**src/wsr_pkg.sv**
```systemverilog
// Shared constants for the watchdog and stop-mode recovery block
package wsr_pkg;

  // Expanded register file location
  localparam logic [3:0] BANK_F = 4'hF;
  localparam logic [3:0] STOP_RCV_OFS = 4'hB;
  localparam logic [3:0] WD_MODE_OFS = 4'hF;

  // Reset values
  localparam logic [7:0] WD_MODE_RST = 8'h05;
  localparam logic [6:0] STOP_RCV_CTL_RST = 7'h00;

  // Watchdog mode field positions
  localparam int WD_SEL_LSB = 0;
  localparam int WD_HALT_BIT = 2;
  localparam int WD_STOP_BIT = 3;

  // Stop recovery field positions
  localparam int SR_DIV_LSB = 0;
  localparam int SR_SRC_LSB = 2;
  localparam int SR_DLY_BIT = 5;
  localparam int SR_POL_BIT = 6;
  localparam int SR_FLAG_BIT = 7;

  // Timing
  localparam int CLK_PERIOD_NS = 10;
  localparam int WR_WINDOW_CYC = 60;
  localparam int RC_TICK_NS = 10000;
  localparam int RC_DIV_CYC = (RC_TICK_NS + CLK_PERIOD_NS - 1) / CLK_PERIOD_NS;
  localparam int WD_T0_MS = 6;
  localparam int WD_T1_MS = 12;
  localparam int WD_T2_MS = 24;
  localparam int WD_T3_MS = 96;
  localparam int WD_T0_TICKS = WD_T0_MS * 1000000 / RC_TICK_NS;
  localparam int WD_T1_TICKS = WD_T1_MS * 1000000 / RC_TICK_NS;
  localparam int WD_T2_TICKS = WD_T2_MS * 1000000 / RC_TICK_NS;
  localparam int WD_T3_TICKS = WD_T3_MS * 1000000 / RC_TICK_NS;
  localparam int WD_TICK_W = 14;
  localparam int RC_DIV_W = 16;

  // Post-reset delay lengths
  localparam int RST_DLY_SHORT_CYC = 16;
  localparam int RST_DLY_LONG_CYC = 256;
  localparam int RST_DLY_W = 9;

  // Write window counter width
  localparam int WIN_W = 7;

endpackage : wsr_pkg

```
**src/wsr_sync.sv**
```systemverilog
// Two-stage synchroniser for asynchronous pin levels
`timescale 1ns/1ps
`default_nettype none

module wsr_sync #(
  parameter int WIDTH = 8
) (
  input wire logic clk_i,
  input wire logic rst_i,
  input wire logic [WIDTH-1:0] async_i,
  output logic [WIDTH-1:0] sync_o
);

  logic [WIDTH-1:0] meta_q;
  logic [WIDTH-1:0] meta_d;
  logic [WIDTH-1:0] stab_q;
  logic [WIDTH-1:0] stab_d;

  // First stage feeds only the second stage
  always_comb begin
    meta_d = async_i;
    stab_d = meta_q;
  end

  // Pins idle high so wake sources do not fire out of reset
  always_ff @(posedge clk_i) begin
    if (rst_i) begin
      meta_q <= '1;
      stab_q <= '1;
    end else begin
      meta_q <= meta_d;
      stab_q <= stab_d;
    end
  end

  assign sync_o = stab_q;

endmodule : wsr_sync

`default_nettype wire

```
**src/wsr_wd_counter.sv**
```systemverilog
// Watchdog counter driven by a free-running oscillator tick
`timescale 1ns/1ps
`default_nettype none

module wsr_wd_counter #(
  parameter int RC_DIV = wsr_pkg::RC_DIV_CYC,
  parameter int T0_TICKS = wsr_pkg::WD_T0_TICKS,
  parameter int T1_TICKS = wsr_pkg::WD_T1_TICKS,
  parameter int T2_TICKS = wsr_pkg::WD_T2_TICKS,
  parameter int T3_TICKS = wsr_pkg::WD_T3_TICKS
) (
  input wire logic clk_i,
  input wire logic rst_i,
  input wire logic run_i,
  input wire logic restart_i,
  input wire logic [1:0] sel_i,
  output logic timeout_o
);

  logic [wsr_pkg::RC_DIV_W-1:0] div_q;
  logic [wsr_pkg::RC_DIV_W-1:0] div_d;
  logic tick;
  logic [wsr_pkg::WD_TICK_W-1:0] cnt_q;
  logic [wsr_pkg::WD_TICK_W-1:0] cnt_d;
  logic [wsr_pkg::WD_TICK_W-1:0] limit;
  logic to_q;
  logic to_d;

  // Oscillator stand-in: it never stops, so halt and stop do not freeze it
  always_comb begin
    tick = (div_q == wsr_pkg::RC_DIV_W'(RC_DIV - 1));
    div_d = tick ? '0 : div_q + 1'b1;
  end

  always_comb begin
    unique case (sel_i)
      2'h0: limit = wsr_pkg::WD_TICK_W'(T0_TICKS);
      2'h1: limit = wsr_pkg::WD_TICK_W'(T1_TICKS);
      2'h2: limit = wsr_pkg::WD_TICK_W'(T2_TICKS);
      2'h3: limit = wsr_pkg::WD_TICK_W'(T3_TICKS);
    endcase
  end

  always_comb begin
    cnt_d = cnt_q;
    to_d = 1'b0;
    if (restart_i) begin
      cnt_d = '0;
    end else if (tick && run_i) begin
      if (cnt_q + 1'b1 >= limit) begin
        cnt_d = '0;
        to_d = 1'b1;
      end else begin
        cnt_d = cnt_q + 1'b1;
      end
    end
  end

  always_ff @(posedge clk_i) begin
    if (rst_i) begin
      div_q <= '0;
      cnt_q <= '0;
      to_q <= 1'b0;
    end else begin
      div_q <= div_d;
      cnt_q <= cnt_d;
      to_q <= to_d;
    end
  end

  assign timeout_o = to_q;

endmodule : wsr_wd_counter

`default_nettype wire

```
**src/wsr_top.sv**
```systemverilog
// Watchdog mode control and stop-mode recovery control for bank F
`timescale 1ns/1ps
`default_nettype none

// Behaviour
// - Watchdog counts from its own free oscillator
// - Mode bit 2 keeps watchdog running in halt
// - Mode bit 3 keeps watchdog running in stop
// - Mode bits 1-0 pick 6/12/24/96 ms
// - Timeout in halt or stop restores defaults
// - Mode writes only in 60 cycles after start
// - Recovery flag bit 7, cleared only by power-on
// - Other recovery bits are write-only
// - Bit 6 picks wake level low or high
// - Bit 5 picks post-recovery reset delay
// - Bits 4-2 pick the wake source
// - Bits 1-0 set system clock divider
// - Low on wake pin wakes from stop
// - Recovery resets differ from standard reset
// - Registers at bank F offsets 0Bh, 0Fh
module wsr_top #(
  parameter int RC_DIV = wsr_pkg::RC_DIV_CYC,
  parameter int T0_TICKS = wsr_pkg::WD_T0_TICKS,
  parameter int T1_TICKS = wsr_pkg::WD_T1_TICKS,
  parameter int T2_TICKS = wsr_pkg::WD_T2_TICKS,
  parameter int T3_TICKS = wsr_pkg::WD_T3_TICKS,
  parameter int DLY_SHORT = wsr_pkg::RST_DLY_SHORT_CYC,
  parameter int DLY_LONG = wsr_pkg::RST_DLY_LONG_CYC
) (
  input wire logic clk_i,
  input wire logic rst_i,
  input wire logic [3:0] bank_i,
  input wire logic [3:0] addr_i,
  input wire logic wr_i,
  input wire logic rd_i,
  input wire logic [7:0] wdata_i,
  output logic [7:0] rdata_o,
  input wire logic first_instr_i,
  input wire logic wd_refresh_i,
  input wire logic halt_mode_i,
  input wire logic stop_mode_i,
  input wire logic wake_pin_port2_bit7_i,
  input wire logic [6:0] wake_src_i,
  output logic sys_reset_o,
  output logic special_reset_o,
  output logic wd_reset_o,
  output logic recovery_o,
  output logic [1:0] clk_div_sel_o,
  output logic wr_window_o
);

  typedef enum logic [1:0] {
    WSR_WIN_WAIT,
    WSR_WIN_OPEN,
    WSR_WIN_SHUT
  } wsr_win_t;

  // Register selects
  logic sel_stop_rcv;
  logic sel_wd_mode;

  // Watchdog mode register
  logic [7:0] wd_mode_q;
  logic [7:0] wd_mode_d;

  // Stop recovery register: flag plus write-only controls
  logic rcv_flag_q;
  logic rcv_flag_d;
  logic [6:0] rcv_ctl_q;
  logic [6:0] rcv_ctl_d;

  // Write window
  wsr_win_t win_q;
  wsr_win_t win_d;
  logic [wsr_pkg::WIN_W-1:0] win_cnt_q;
  logic [wsr_pkg::WIN_W-1:0] win_cnt_d;

  // Registered copy of the open state, so the port leaves a flip-flop
  logic win_open_q;
  logic win_open_d;

  // Internal reset sequencing
  logic rst_act_q;
  logic rst_act_d;
  logic rst_spec_q;
  logic rst_spec_d;
  logic [wsr_pkg::RST_DLY_W-1:0] dly_q;
  logic [wsr_pkg::RST_DLY_W-1:0] dly_d;

  // Outputs
  logic [7:0] rdata_q;
  logic [7:0] rdata_d;
  logic wd_rst_q;
  logic wd_rst_d;
  logic rcv_q;
  logic rcv_d;
  logic [1:0] div_q;
  logic [1:0] div_d;

  // Watchdog and wake sources
  logic wd_run;
  logic wd_timeout;
  logic [7:0] wake_sync;
  logic wake_level;
  logic wake_hit;
  logic [2:0] src_sel;

  assign sel_stop_rcv = (bank_i == wsr_pkg::BANK_F) && (addr_i == wsr_pkg::STOP_RCV_OFS);
  assign sel_wd_mode = (bank_i == wsr_pkg::BANK_F) && (addr_i == wsr_pkg::WD_MODE_OFS);

  // Pin levels come from outside the clock domain
  // Levels are sampled, so a wake pulse under one cycle may be missed
  wsr_sync #(
    .WIDTH(8)
  ) u_sync (
    .clk_i(clk_i),
    .rst_i(rst_i),
    .async_i({wake_src_i, wake_pin_port2_bit7_i}),
    .sync_o(wake_sync)
  );

  // Counter is cleared and held at zero while a reset sequence runs
  // Stop is checked first: a halted core that enters stop follows bit 3
  always_comb begin
    if (stop_mode_i) begin
      wd_run = wd_mode_q[wsr_pkg::WD_STOP_BIT];
    end else if (halt_mode_i) begin
      wd_run = wd_mode_q[wsr_pkg::WD_HALT_BIT];
    end else begin
      wd_run = 1'b1;
    end
    wd_run = wd_run && !rst_act_q;
  end

  wsr_wd_counter #(
    .RC_DIV(RC_DIV),
    .T0_TICKS(T0_TICKS),
    .T1_TICKS(T1_TICKS),
    .T2_TICKS(T2_TICKS),
    .T3_TICKS(T3_TICKS)
  ) u_wd (
    .clk_i(clk_i),
    .rst_i(rst_i),
    .run_i(wd_run),
    .restart_i(wd_refresh_i || rst_act_q),
    .sel_i(wd_mode_q[wsr_pkg::WD_SEL_LSB +: 2]),
    .timeout_o(wd_timeout)
  );

  // Source 0 is the wake pin; the others map to the extra inputs
  always_comb begin
    src_sel = rcv_ctl_q[wsr_pkg::SR_SRC_LSB +: 3];
    wake_level = wake_sync[src_sel];
    // Default polarity 0 gives the simple low-level pin wake
    wake_hit = stop_mode_i && !rst_act_q
      && (wake_level == rcv_ctl_q[wsr_pkg::SR_POL_BIT]);
  end

  // Write window opens at the first instruction after any reset
  always_comb begin
    win_d = win_q;
    win_cnt_d = win_cnt_q;
    if (rst_act_q) begin
      win_d = WSR_WIN_WAIT;
      win_cnt_d = '0;
    end else begin
      unique case (win_q)
        WSR_WIN_WAIT: begin
          if (first_instr_i) begin
            win_d = WSR_WIN_OPEN;
            win_cnt_d = wsr_pkg::WIN_W'(wsr_pkg::WR_WINDOW_CYC - 1);
          end
        end
        WSR_WIN_OPEN: begin
          if (win_cnt_q == '0) begin
            win_d = WSR_WIN_SHUT;
          end else begin
            win_cnt_d = win_cnt_q - 1'b1;
          end
        end
        WSR_WIN_SHUT: begin
          win_d = WSR_WIN_SHUT;
        end
      endcase
    end
    win_open_d = (win_d == WSR_WIN_OPEN);
  end

  // Register writes
  always_comb begin
    wd_mode_d = wd_mode_q;
    rcv_ctl_d = rcv_ctl_q;
    if (rst_act_q) begin
      wd_mode_d = wsr_pkg::WD_MODE_RST;
      // A standard internal reset clears controls; recovery keeps them
      if (!rst_spec_q) begin
        rcv_ctl_d = wsr_pkg::STOP_RCV_CTL_RST;
      end
    end else if (wr_i) begin
      if (sel_wd_mode && (win_q == WSR_WIN_OPEN)) begin
        // Upper bits are stored as written; software keeps them zero
        wd_mode_d = wdata_i;
      end
      if (sel_stop_rcv) begin
        rcv_ctl_d = wdata_i[6:0];
      end
    end
  end

  // Flag is set by hardware and only a power-on reset clears it
  // No software clear exists, so a set can never race a clear
  always_comb begin
    rcv_flag_d = rcv_flag_q;
    if (wake_hit || (wd_timeout && stop_mode_i)) begin
      rcv_flag_d = 1'b1;
    end
  end

  // Internal reset sequence with selectable length
  always_comb begin
    rst_act_d = rst_act_q;
    rst_spec_d = rst_spec_q;
    dly_d = dly_q;
    wd_rst_d = 1'b0;
    rcv_d = 1'b0;
    if (!rst_act_q && (wake_hit || wd_timeout)) begin
      rst_act_d = 1'b1;
      // Special kind only for stop recovery or a timeout during stop
      rst_spec_d = wake_hit || stop_mode_i;
      wd_rst_d = wd_timeout;
      rcv_d = wake_hit;
      // Length is fixed at the trigger; writes during the reset are refused
      if (rcv_ctl_q[wsr_pkg::SR_DLY_BIT]) begin
        dly_d = wsr_pkg::RST_DLY_W'(DLY_LONG - 1);
      end else begin
        dly_d = wsr_pkg::RST_DLY_W'(DLY_SHORT - 1);
      end
    end else if (rst_act_q) begin
      if (dly_q == '0) begin
        rst_act_d = 1'b0;
        rst_spec_d = 1'b0;
      end else begin
        dly_d = dly_q - 1'b1;
      end
    end
  end

  // Read path: mode register is write-only and reads as zero
  always_comb begin
    rdata_d = rdata_q;
    if (rd_i) begin
      if (sel_stop_rcv) begin
        rdata_d = {rcv_flag_q, 7'h00};
      end else begin
        rdata_d = 8'h00;
      end
    end
    // Divider copy is registered, so it follows a write one cycle late
    div_d = rcv_ctl_q[wsr_pkg::SR_DIV_LSB +: 2];
  end

  always_ff @(posedge clk_i) begin
    if (rst_i) begin
      wd_mode_q <= wsr_pkg::WD_MODE_RST;
      rcv_flag_q <= 1'b0;
      rcv_ctl_q <= wsr_pkg::STOP_RCV_CTL_RST;
      win_q <= WSR_WIN_WAIT;
      win_cnt_q <= '0;
      win_open_q <= 1'b0;
      rst_act_q <= 1'b0;
      rst_spec_q <= 1'b0;
      dly_q <= '0;
      rdata_q <= 8'h00;
      wd_rst_q <= 1'b0;
      rcv_q <= 1'b0;
      div_q <= 2'h0;
    end else begin
      wd_mode_q <= wd_mode_d;
      rcv_flag_q <= rcv_flag_d;
      rcv_ctl_q <= rcv_ctl_d;
      win_q <= win_d;
      win_cnt_q <= win_cnt_d;
      win_open_q <= win_open_d;
      rst_act_q <= rst_act_d;
      rst_spec_q <= rst_spec_d;
      dly_q <= dly_d;
      rdata_q <= rdata_d;
      wd_rst_q <= wd_rst_d;
      rcv_q <= rcv_d;
      div_q <= div_d;
    end
  end

  assign rdata_o = rdata_q;
  assign sys_reset_o = rst_act_q;
  assign special_reset_o = rst_spec_q;
  assign wd_reset_o = wd_rst_q;
  assign recovery_o = rcv_q;
  assign clk_div_sel_o = div_q;
  assign wr_window_o = win_open_q;

endmodule : wsr_top

`default_nettype wire

```
**config.mk**
```make
export PLATFORM = sky130hd
export DESIGN_NAME = wsr_top
export DESIGN_NICKNAME = d
export VERILOG_FILES = /design/src/wsr_pkg.sv /design/src/wsr_sync.sv /design/src/wsr_wd_counter.sv /design/src/wsr_top.sv
export SDC_FILE = /design/constraint.sdc
export NUM_CORES = 1
export LEC_CHECK = 0
export BUFFER_PORTS_ARGS = -buffer_cell sky130_fd_sc_hd__buf_2
export CORE_MARGIN = 1
export CORE_UTILIZATION = 52
export CTS_BUF_LIST = sky130_fd_sc_hd__clkbuf_8
export CTS_CLUSTER_SIZE = 12
export DETAILED_ROUTE_END_ITERATION = 10
export PLACE_DENSITY = 0.72
export SLEW_MARGIN = 20
export SYNTH_ARGS = -nofsm -noshare
export SYNTH_HDL_FRONTEND = slang
export SYNTH_SLANG_ARGS = --single-unit
```
**constraint.sdc**
```tcl
create_clock -name clk_i -period 5.55 [get_ports clk_i]
set_input_delay 1.665 -clock clk_i [delete_from_list [all_inputs] [get_ports clk_i]]
set_output_delay 1.665 -clock clk_i [all_outputs]
set_load 0.02 [all_outputs]
```
## Word-level counts from Yosys, hierarchy flattened

Index checks and enable logic that the tools add are counted.

- Bits in registers: 92
- Bits of input ports: 32
- Word-level logic and storage cells: 103

- $add $sub $neg: 4
- Magnitude comparators: 2
- Equality and inequality tests: 15
- Mux-type cells: 29
- Bitwise gates (word level): 2
- Reduce and logical (&&, ||, !) cells: 33

Operator list:

| kind | count |
|---|---|
| case mux 14 bit (4 select lines) | 1 |
| two-way mux 7 bit | 6 |
| two-way mux 9 bit | 3 |
| adder 16 x 1 -> 16 bit (second input constant) | 1 |
| equality test 16 x 10 -> 1 bit (second input constant) | 1 |
| two-way mux 8 bit | 2 |
| adder 14 x 1 -> 14 bit (second input constant) | 1 |
| >= comparator 14 bit | 1 |
| two-way mux 14 bit | 1 |
| case mux 7 bit (2 select lines) | 1 |
| equality test 4 bit (second input constant) | 3 |
| two-way mux 1 bit | 10 |
| nonzero test 2 bit | 5 |
| logical AND 1 bit | 9 |
| zero test 9 bit | 1 |
| subtractor 9 x 1 -> 9 bit (second input constant) | 1 |
| inequality test 2 bit (second input constant) | 4 |
| OR reduction 2 bit | 4 |
| zero test 7 bit | 1 |
| subtractor 7 x 1 -> 7 bit (second input constant) | 1 |
| equality test 2 x 1 -> 1 bit (second input constant) | 3 |
| equality test 2 bit (second input constant) | 3 |
| two-way mux 2 bit | 3 |
| case mux 2 bit (3 select lines) | 1 |
| other kinds (10) | 18 |

## Depth between registers and ports, before layout

Gate-level depths: netlist (run 1).

- Depth after elaboration: 8
- Depth in mapped cells: 13
- Mapped depth without buffers: 11

## By module

Synthesis (run 1) repeated with hierarchy kept, for this count alone.

- Cells, all modules: 457
- Area total of the unflattened synthesis: 4175.3 µm²

Modules (own cells, without submodules):

| module | times used | cells each | area each (µm²) | sequential area each (µm²) |
|---|---|---|---|---|
| wsr_wd_counter | 1 | 216 | 1904.3 | 620.6 |
| wsr_top | 1 | 208 | 1839.3 | 760.7 |
| wsr_sync | 1 | 33 | 431.7 | 320.3 |

## Worst setup path before layout (run 1)

OpenSTA, ideal clock, no wires.

- Kind: in2reg
- From: input port halt_mode_i
- To: register u_wd.cnt_q[13] (netlist name)
- Arrival: 3.060 ns
- Slack: 2.360 ns
- Stages on the path: 6
- Path through: nor3b_1 nor3_1 nand2_2 a311oi_4 buf_6 nor3_1

- Cells in the longest elaborated chain, start to end: 4

RTL lines:

| item | RTL line | RTL |
|---|---|---|
| from (decl) | wsr_top.sv:40 | `input wire logic halt_mode_i,` |
| two-way mux 1 bit | wsr_top.sv:127 | `end else if (halt_mode_i) begin` |
| two-way mux 1 bit | wsr_top.sv:125 | `if (stop_mode_i) begin` |
| logical AND 1 bit | wsr_top.sv:132 | `wd_run = wd_run && !rst_act_q;` |
| logical AND 1 bit | wsr_wd_counter.sv:49 | `end else if (tick && run_i) begin` |
| to (signal assigned) | wsr_wd_counter.sv:66 | `cnt_q <= cnt_d;` |
| to (decl) | wsr_wd_counter.sv:23 | `logic [wsr_pkg::WD_TICK_W-1:0] cnt_q;` |

No other way between the ends.
A chain may end at the register's enable or synchronous reset.

## Worst setup path in the final report (run 1)

- From: register u_wd.cnt_q[0] (netlist name)
- To: register u_wd.to_q (netlist: u_wd.timeout_o)

- Cells in the longest elaborated chain, start to end: 3

RTL lines:

| item | RTL line | RTL |
|---|---|---|
| adder 14 x 1 -> 14 bit | wsr_wd_counter.sv:50 | `if (cnt_q + 1'b1 >= limit) begin` |
| >= comparator 14 bit | wsr_wd_counter.sv:50 |  |
| two-way mux 1 bit | wsr_wd_counter.sv:50 |  |
| to (signal assigned) | wsr_wd_counter.sv:67 | `to_q <= to_d;` |
| to (decl) | wsr_wd_counter.sv:26 | `logic to_q;` |

No other way between the ends.

==> results.tsv, run 1 <==
metric	value	unit
status	finished, final reports clean	
start_util	54.2	%
track_usage	20.5	%
fin_worst_skew	16.2	ps
hp-start	u_sync.meta_q[4]	
power	1.27	mW
synthTopCellsByCount	85 x dfxtp_1, 50 x nor2_1, 30 x nor3_1	
path_buf_inv	0	
rsz0062_at_grt	no	
worstMarginPinSlew	892	ps
slew_violations	0	
postCtsSetupRepairBufs	0	
avgViaCountPerCell	5.39	
synth_top_area_share	40.2	%
path_clk_slew	80	ps
synthCells	473	
antenna_found_initial	0	
cp.arrival	3770	ps
slew_headroom	40.1	%
die_area	0.00850	sq mm
required	5780	ps
synth_top_family_by_area	simple AND/OR/NAND/NOR gates	
synthAdderAreaFrac	6.21	%
yosys_most_used_dff	dfxtp_1	
grt_pass1_vias	3114	
seq_area_frac_synth	40.2	%
num_rows	32	
async_reset_ff_share	0	%
min_path_cells	1	
slowest_stage	a2111oi_0	
synth_mux_area_share	3.52	%
max_stage_delay	700	ps
cts.sinks	85	
wirelength	7990	um
worstHoldPathType	register to register	
synth_area_leaders	dfxtp_1 40%, ha_1 6.2%, xor2_1 5.4%, nor2_1 4.4%, nor3_1 3.5%	
nFillCells	717	
synth_compound_area_share	9.58	%
vdd_drop_max	0.000161	V
route.met2.wl	3650	um
maxCapViolations	0	
cts.htree.levels	3	
cts_tree	yes	
top_layer	met4	
ff_latch_area	0.00170	sq mm
vias	3299	
r2r_cells	11	
ys_ff_latch	85	
yosysMostFrequentCell	dfxtp_1	
ys.warnings.count	0	
root_buffer	clkbuf_8	
hold_viol_final	0	
worstReg2RegStart	u_wd.cnt_q[0]	
synth-edff-count	0	
path_class	register to register	
first_iter_violations	107	
cp.depth	11	
yosys.area_share.xor_xnor	8.49	%
ant_nets	0	
wl_per_cell	13.1	um
setup_tns	0	ps
final_nets	560	
critical-path-top-delay-family	simple AND/OR/NAND/NOR gates	
firstDrtPassIters	4	
wl_met1	4040	um
fp.dieH	92.2	um
clock_tree.buffer_depth	2	
port_buffers	38	
worstSetupStartpoint	u_wd.cnt_q[0]	
die_w	92.2	um
min_period	3540	ps
synthesis.area	0.00423	sq mm
syn_avg_cell_area	8.94	sq um
setup.worst_path.end	u_wd.timeout_o	
multi_input_area	0.00233	sq mm
gp_congestion	0.829	
overflow	0	
endpoint_kind	register	
cp_common_cell	ha_1	
grt_first_pass_wirelength	13900	um
num_antenna_cells	0	
post-route-period-util	63.8	%
crit_chain	ha_1 -> nand3_1 -> or3_1 -> nor2_1 -> xor2_1 -> ha_1 -> nand2_1 -> nor4_1 -> a2111oi_0 -> a311oi_4 -> nor3b_2	
worstReg2RegEnd	u_wd.timeout_o	
clk_latency	350	ps
syn_to_final_growth	10.7	%
drc	0	
cp_max_fo	15	
route.met3.wl	235	um
reg2reg_slack	2010	ps
p_leak	1.83	nW
layout-drive-gt1-share	17.6	%
core_area	0.00781	sq mm
p_per_area	272	mW/mm^2
yosys.area.top_type	dfxtp_1	
finalSetupViolations	0	
ios	47	
grt_max_degree	37	
hpwl	5920	um
cts_repair_resize_count	0	
synth-simple-area-share	26.8	%
synth_cell_types	55	
critPathLaunchType	register	
postCtsHoldBufs	0	
fmax	282	MHz
cts_buffers	9	
==> metrics by stage <==
stage          worst slack, ps  hold WS (ps)  instance area, sq um  instances  util, %
4_1_cts                   1990           411                  4680        612     60.0
6_report                  2010           411                  4680        612     60.0
2_1_floorplan             2360           389                  4250        479        -
5_1_grt                   1740           424                  4680        612     60.0
3_5_place_dp              2010           392                  4460        598     57.2
3_3_place_gp              2090           394                  4460        598     57.2
==> registers in the layout, summed over array words and instances (netlist names) <==
register	count
win_q	2
u_wd.timeout_o	1
recovery_o	1
rcv_ctl_q	7
dly_q	9
special_reset_o	1
wd_reset_o	1
u_wd.div_q	16
clk_div_sel_o	2
sys_reset_o	1
wd_mode_q	4
rdata_o	1
u_sync.sync_o	8
u_wd.cnt_q	14
rcv_flag_q	1
wr_window_o	1
win_cnt_q	7
u_sync.meta_q	8
==> power by group <==
part	total, mW	switching, mW	leakage (nW)	internal, mW
Combinational	0.146	0.0851	1.02	0.0604
Clock	0.480	0.205	0.112	0.275
Sequential	0.649	0.0164	0.692	0.633
==> kinds of logic after synthesis <==
group | count (synthesis)
and+or+nand+nor | 207
DFF | 85
muxes | 13
AOI/OAI and AO/OA | 57
other | 1
xor gates and xnor gates | 41
buffers and inverters | 48
adders and majority gates | 21
==> worst min path at each step <==
stage | slack (ps) | endpoint
floorplan | 390 | u_sync.sync_o[0]
global placement | 390 | u_sync.sync_o[2]
detailed placement | 390 | u_sync.sync_o[2]
CTS | 410 | u_sync.sync_o[2]
global route | 420 | u_sync.sync_o[1]
finish | 410 | u_sync.sync_o[4]
==> layout make-up <==
cell class,count,share of cell area [%]
Clock buffer,11,3.23
Clock inverter,3,1.47
Inverter,25,2.00
Multi-Input combinational cell,346,49.9
Sequential cell,85,36.3
Tap cell,102,2.73
Timing Repair Buffer,40,4.38
==> cells in the final DEF (no fill, tap or decap), drive strengths merged, types with 4 or more instances in the layout <==
cell type / count
nor4: 10
nor3: 30
nand3: 24
clkbuf: 11
xnor2: 15
nand4: 10
dfxtp: 85
conb: 7
a22o: 5
o31ai: 4
or4: 4
mux2: 5
nor2: 50
a21oi: 16
a211oi: 5
or2: 18
nand2b: 9
nand2: 23
mux2i: 7
inv: 26
and2: 4
or3: 4
nor3b: 4
o21ai: 12
ha: 21
xor2: 26
and3: 5
buf: 40
nand3b: 4
==> per-layer routing <==
metal	up-vias	global-route usage, %
met3	4	3.81
li1	1710	-
met4	0	7.68
met2	59	32.3
met1	1526	27.8
met5	-	0
==> worst reg2reg max path, cell delays in order (launching register included) <==
cell,delay [ps]
dfxtp_1,400
ha_1,230
nand3_1,190
or3_1,550
nor2_1,160
xor2_1,190
ha_1,260
nand2_1,100
nor4_1,60
a2111oi_0,700
a311oi_4,330
nor3b_2,260
Note: power is estimated with default switching activity, not from simulation.
==> inputs of run 2 (changes only) <==
--- a/config.mk
+++ b/config.mk
@@ -11,7 +11,7 @@
 export CTS_BUF_LIST = sky130_fd_sc_hd__clkbuf_8
 export CTS_CLUSTER_SIZE = 12
 export DETAILED_ROUTE_END_ITERATION = 10
-export PLACE_DENSITY = 0.72
+export PLACE_DENSITY = 0.75
 export SLEW_MARGIN = 20
 export SYNTH_ARGS = -nofsm -noshare
 export SYNTH_HDL_FRONTEND = slang
==> constraint.sdc (replaced) <==
create_clock -name clk_i -period 2.9 [get_ports clk_i]
set_input_delay 0.87 -clock clk_i [delete_from_list [all_inputs] [get_ports clk_i]]
set_output_delay 0.87 -clock clk_i [all_outputs]
set_load 0.02 [all_outputs]
==> run 2 against run 1 <==
Compared with the run above:
- cell area up 2.8%
- non-clock buffer count up 9
- global-route usage down 0.21 points
- sequential share of layout area down 0.82 points
- wire length up 4.3%
==> results.tsv, run 2 (synthesis results as in run 1) <==
metric	value	unit	change
status	finished, final reports clean		
p_leak	1.89	nW	+3.6%
finalSetupViolations	0		unchanged
pre_cts_slack	-10.3	ps	-2020 ps
num_rows	32		unchanged
min_period	2760	ps	-786 ps
final_area	0.00482	sq mm	+2.8%
wl_per_cell	13.4	um	+2.5%
fin_worst_skew	11.3	ps	-4.83 ps
die_area	0.00850	sq mm	unchanged
reg2reg_slack	140	ps	-1860 ps
vias	3359		+1.8%
core_area	0.00781	sq mm	unchanged
clock_tree.buffer_depth	2		unchanged
first_iter_violations	126		+18%
hold_viol_final	0		unchanged
start_util	54.2	%	unchanged
largest_reg_flops	16		unchanged
cts.htree.levels	3		unchanged
place_area	0.00454	sq mm	+1.8%
ant_nets	0		unchanged
finalWorstSetupSlack	144	ps	-1860 ps
layout-drive-gt1-share	21.3	%	+3.7 points
cts_tree	yes		
worstHoldPathType	register to register		
maxCapViolations	0		unchanged
largest_register	u_wd.div_q		
slew_violations	0		unchanged
critPathLaunchType	register		
postCtsHoldBufs	0		unchanged
firstDrtPassIters	4		unchanged
final_cell_mix	82 x dfxtp_1, 50 x nor2_1, 38 x buf_2		
wirelength	8340	um	+4.3%
die_w	92.2	um	unchanged
final_nets	569		+1.6%
place_inst	607		+1.5%
grt_max_degree	25		-32%
antenna_found_initial	0		unchanged
cp_max_fo	8		-7
cp.arrival	2980	ps	-790 ps
hpwl	6150	um	+3.9%
cts.sinks	85		unchanged
endpoint_kind	register		
finalNonFillerCells	623		+1.8%
reg.largest.list	u_wd.div_q (16), u_wd.cnt_q (14), dly_q (9)		
path_clk_slew	90	ps	about the same
grt_first_pass_wirelength	13900	um	-0.55%
fp.dieH	92.2	um	unchanged
path_class	register to register		
post-route-period-util	95.1	%	+31 points
p_per_area	494	mW/mm^2	+82%
slew_headroom	58.6	%	+19 points
port_buffers	38		unchanged
gp_congestion	0.917		+11%
worstMarginPinSlew	614	ps	-279 ps
drc	0		unchanged
clk_latency	360	ps	about the same
hold_ws	413	ps	+2.34 ps
required	3120	ps	-2660 ps
track_usage	20.3	%	-0.21 points
num_antenna_cells	0		unchanged
root_buffer	clkbuf_8		
setup_tns	0	ps	unchanged
vdd_drop_max	0.000401	V	+150%
postCtsSetupRepairBufs	0		unchanged
cts_buffers	9		unchanged
fmax	363	MHz	+29%
avgViaCountPerCell	5.39		about the same
final_common_cell	dfxtp_1		
syn_to_final_growth	13.8	%	
ios	47		unchanged
grt_pass1_vias	3076		-1.2%
overflow	0		unchanged
-- run 2: cell count changes in the layout (fill, tap and decap cells not counted), sizes merged --
cell,before,now
clkbuf,11,9
buf,40,49
inv,26,29
clkinv,0,2
bufinv,2,1
-- run 2: layer usage --
layer	track usage (%)	vias up	wire length, um
li1	-	1727	-
met5	0	-	0
met3	5.22	8	287
met2	33.9	58	3960
met1	25.8	1566	4010
met4	5.47	0	78
-- run 2: worst max-delay path, cell delays in order, from the launching register on --
cell       delay (ps)
dfxtp_4           390
ha_4              150
nand3_1           110
or3_4             360
xnor2_1           160
ha_1              320
nand4_1           130
nor4_4            330
a2111oi_4          70
a311oi_4          370
buf_6             180
nor3_1             50
-- run 2: report_power, final --
part	switching, mW	internal (mW)
Clock	0.448	0.410
Sequential	0.0358	1.21
Combinational	0.160	0.116
-- run 2: timing repair --
action                     4_1_cts  5_1_grt
pin swaps                        1        6
setup endpoints to repair       14       15
resized for setup                0       15
cloned                           0        0
-- run 2: path summary, 6_finish.rpt --
kind | startpoint | to | cells after the start
worst min register to register | u_sync.meta_q[2] | u_sync.sync_o[2] | 1
worst min-delay path | u_sync.meta_q[2] | u_sync.sync_o[2] | 1
worst max-delay path | u_wd.cnt_q[0] | u_wd.cnt_q[7] | 11
worst max register to register | u_wd.cnt_q[0] | u_wd.cnt_q[7] | 11
-- run 2: cell type report --
cell class                 count  area [sq um]
clock buffer                   9           124
multi-input combinational    346          2400
tap                          102           128
inverter                      25          93.8
sequential                    85          1710
clock inverter                 7          77.6
timing repair buffer          49           280
fill                         676          2990
-- run 2: per-stage QoR --
stage                     power (mW)  utilization [%]
after global placement          1.54             58.2
after floorplan                 1.48                -
after CTS                       2.40             60.8
after global routing            2.50             61.7
final                           2.38             61.7
after detailed placement        1.55             58.2
==> inputs of run 3 (changes only) <==
--- a/config.mk
+++ b/config.mk
@@ -11,7 +11,7 @@
 export CTS_BUF_LIST = sky130_fd_sc_hd__clkbuf_8
 export CTS_CLUSTER_SIZE = 12
 export DETAILED_ROUTE_END_ITERATION = 10
-export PLACE_DENSITY = 0.75
+export PLACE_DENSITY = 0.72
 export SLEW_MARGIN = 20
 export SYNTH_ARGS = -nofsm -noshare
 export SYNTH_HDL_FRONTEND = slang
==> constraint.sdc (replaced) <==
create_clock -name clk_i -period 3.3 [get_ports clk_i]
set_input_delay 0.99 -clock clk_i [delete_from_list [all_inputs] [get_ports clk_i]]
set_output_delay 0.99 -clock clk_i [all_outputs]
set_load 0.02 [all_outputs]
==> run 3 against run 2 <==
Compared with the run above:
- worst setup slack improved by 100 ps
- critical path type unchanged
- power fell by 12%
- fmax fell by 9.8%
- first-iteration DRC count increased by 3.2%
- sequential power is 12% lower
- global-route usage increased by 0.75 points
==> results.tsv, run 3 (synthesis results as in run 1) <==
metric	value	unit	change
worstSetupStartpoint	u_wd.cnt_q[0]		
vias	3374		+0.45%
fin_worst_skew	11.9	ps	+0.596 ps
min_path_cells	1		unchanged
sw_frac_of_total	24.7	%	-2.3 points
gp_congestion	0.879		-4.1%
grt_max_degree	36		+44%
path_clk_slew	80	ps	about the same
max_stage_delay	430	ps	+40 ps
nFillCells	712		+5.3%
endpoint_kind	register		
hp-start	u_sync.meta_q[5]		
required	3590	ps	+470 ps
cp.arrival	3340	ps	+360 ps
reg2reg_slack	250	ps	+100 ps
fmax	327	MHz	-9.8%
worstMarginPinSlew	863	ps	+250 ps
p_leak	1.85	nW	-2.1%
num_antenna_cells	0		unchanged
core_area	0.00781	sq mm	unchanged
finalSetupViolations	0		unchanged
start_util	54.2	%	unchanged
overflow	0		unchanged
die_area	0.00850	sq mm	unchanged
power_frac_seq	52.2	%	about the same
cts_buffers	9		unchanged
post-route-period-util	92.6	%	-2.5 points
power	2.10	mW	-12%
reg.largest.list	u_wd.div_q (16), u_wd.cnt_q (14), dly_q (9)		
first_iter_violations	130		+3.2%
p_sw	0.519	mW	-19%
vdd_drop_max	0.000307	V	-23%
slew_headroom	42.4	%	-16 points
die_w	92.2	um	unchanged
largest_reg_flops	16		unchanged
wirelength	8370	um	+0.36%
maxCapViolations	0		unchanged
slowest_stage	or3_1		
worstHoldPathType	register to register		
p_int	1.58	mW	-8.8%
antenna_found_initial	0		unchanged
power.share.clock	36.3	%	+0.2 points
ios	47		unchanged
critPathLaunchType	register		
grt_first_pass_wirelength	14300	um	+2.9%
grt_pass1_vias	3156		+2.6%
hpwl	6070	um	-1.3%
port_buffers	38		unchanged
path_class	register to register		
rsz0062_at_grt	no		
root_buffer	clkbuf_8		
hold_viol_final	0		unchanged
num_rows	32		unchanged
layout-drive-gt1-share	18.4	%	-2.9 points
firstDrtPassIters	4		unchanged
crit_chain	ha_1 -> nand3_1 -> or3_1 -> xnor2_1 -> ha_1 -> nand4_1 -> nor4_1 -> a2111oi_2 -> a311oi_4 -> buf_4 -> nor3b_2		
postCtsSetupRepairBufs	0		unchanged
largest_register	u_wd.div_q		
clk_latency	350	ps	about the same
setup_tns	0	ps	unchanged
slew_violations	0		unchanged
avgViaCountPerCell	5.46		+1.3%
min_period	3050	ps	+298 ps
wl_per_cell	13.5	um	+1.2%
cts.htree.levels	3		unchanged
final_nets	565		-0.70%
clock_tree.buffer_depth	2		unchanged
ant_nets	0		unchanged
cp_common_cell	ha_1		
multi_input_area	0.00234	sq mm	-2.6%
path_buf_inv	1		unchanged
cp_max_fo	15		+7
track_usage	21.0	%	+0.75 points
drc	0		unchanged
fp.dieH	92.2	um	unchanged
cp.depth	11		unchanged
status	finished, final reports clean		
cts_tree	yes		
pwr-share-comb	11.5	%	about the same
r2r_cells	11		unchanged
cts.sinks	85		unchanged
critical-path-top-delay-family	simple AND/OR/NAND/NOR gates		
ff_latch_area	0.00170	sq mm	-0.51%
syn_to_final_growth	11.4	%	
final_common_cell	dfxtp_1		
worstReg2RegStart	u_wd.cnt_q[0]		
final_cell_mix	85 x dfxtp_1, 50 x nor2_1, 38 x buf_2		
p_per_area	446	mW/mm^2	-9.7%
-- run 3: final timing paths --
| check | end |
|---|---|
| worst max register to register | u_wd.timeout_o |
| worst max-delay path | u_wd.timeout_o |
| worst min register to register | u_sync.sync_o[5] |
| worst min-delay path | u_sync.sync_o[5] |
-- run 3: worst reg2reg max path: cells and delay by family, from the launching register on --
kind	cells	cell delay, ps
buf+inv	1	260
fa+ha+maj	2	540
compound gates	2	410
flops	1	400
xor+xnor	1	170
simple gates	5	1220
-- run 3: final cells by class --
type	count	share of cell area, %
Multi-Input combinational cell	346	49.7
Sequential cell	85	36.1
Timing Repair Buffer	45	5.15
Tap cell	102	2.71
Clock buffer	9	2.63
Inverter	25	1.99
Clock inverter	6	1.73
-- run 3: power groups by stage --
stage | registers (mW) | logic [mW] | clock network [mW]
final | 1.10 | 0.241 | 0.764
after global routing | 1.10 | 0.275 | 0.822
after CTS | 1.10 | 0.241 | 0.783
after detailed placement | 1.12 | 0.239 | 0
after global placement | 1.12 | 0.231 | 0
after floorplan | 1.11 | 0.188 | 0
-- run 3: what timing repair did --
action / CTS / global route
resized for setup: 0 / 2
setup endpoints to repair: 0 / 15
hold buffers: 0 / 0
-- run 3: per-stage QoR --
| step | instance area [sq um] | utilization, % | setup slack (ps) | cells | hold WS (ps) |
|---|---|---|---|---|---|
| after floorplan | 4250 | - | 189 | 479 | 389 |
| after global placement | 4500 | 57.6 | 141 | 603 | 393 |
| after detailed placement | 4500 | 57.6 | 123 | 603 | 393 |
| after CTS | 4710 | 60.3 | 63.1 | 618 | 411 |
| after global routing | 4710 | 60.4 | 24.4 | 618 | 436 |
| final | 4710 | 60.4 | 245 | 618 | 410 |
-- run 3: layer usage --
layer	global-route usage [%]	part of all wire, %	up-vias
met4	8.59	1.7	0
met1	27.4	49	1570
met5	0	0	-
met3	3.40	2.9	15
met2	34.6	47	73
li1	-	-	1716
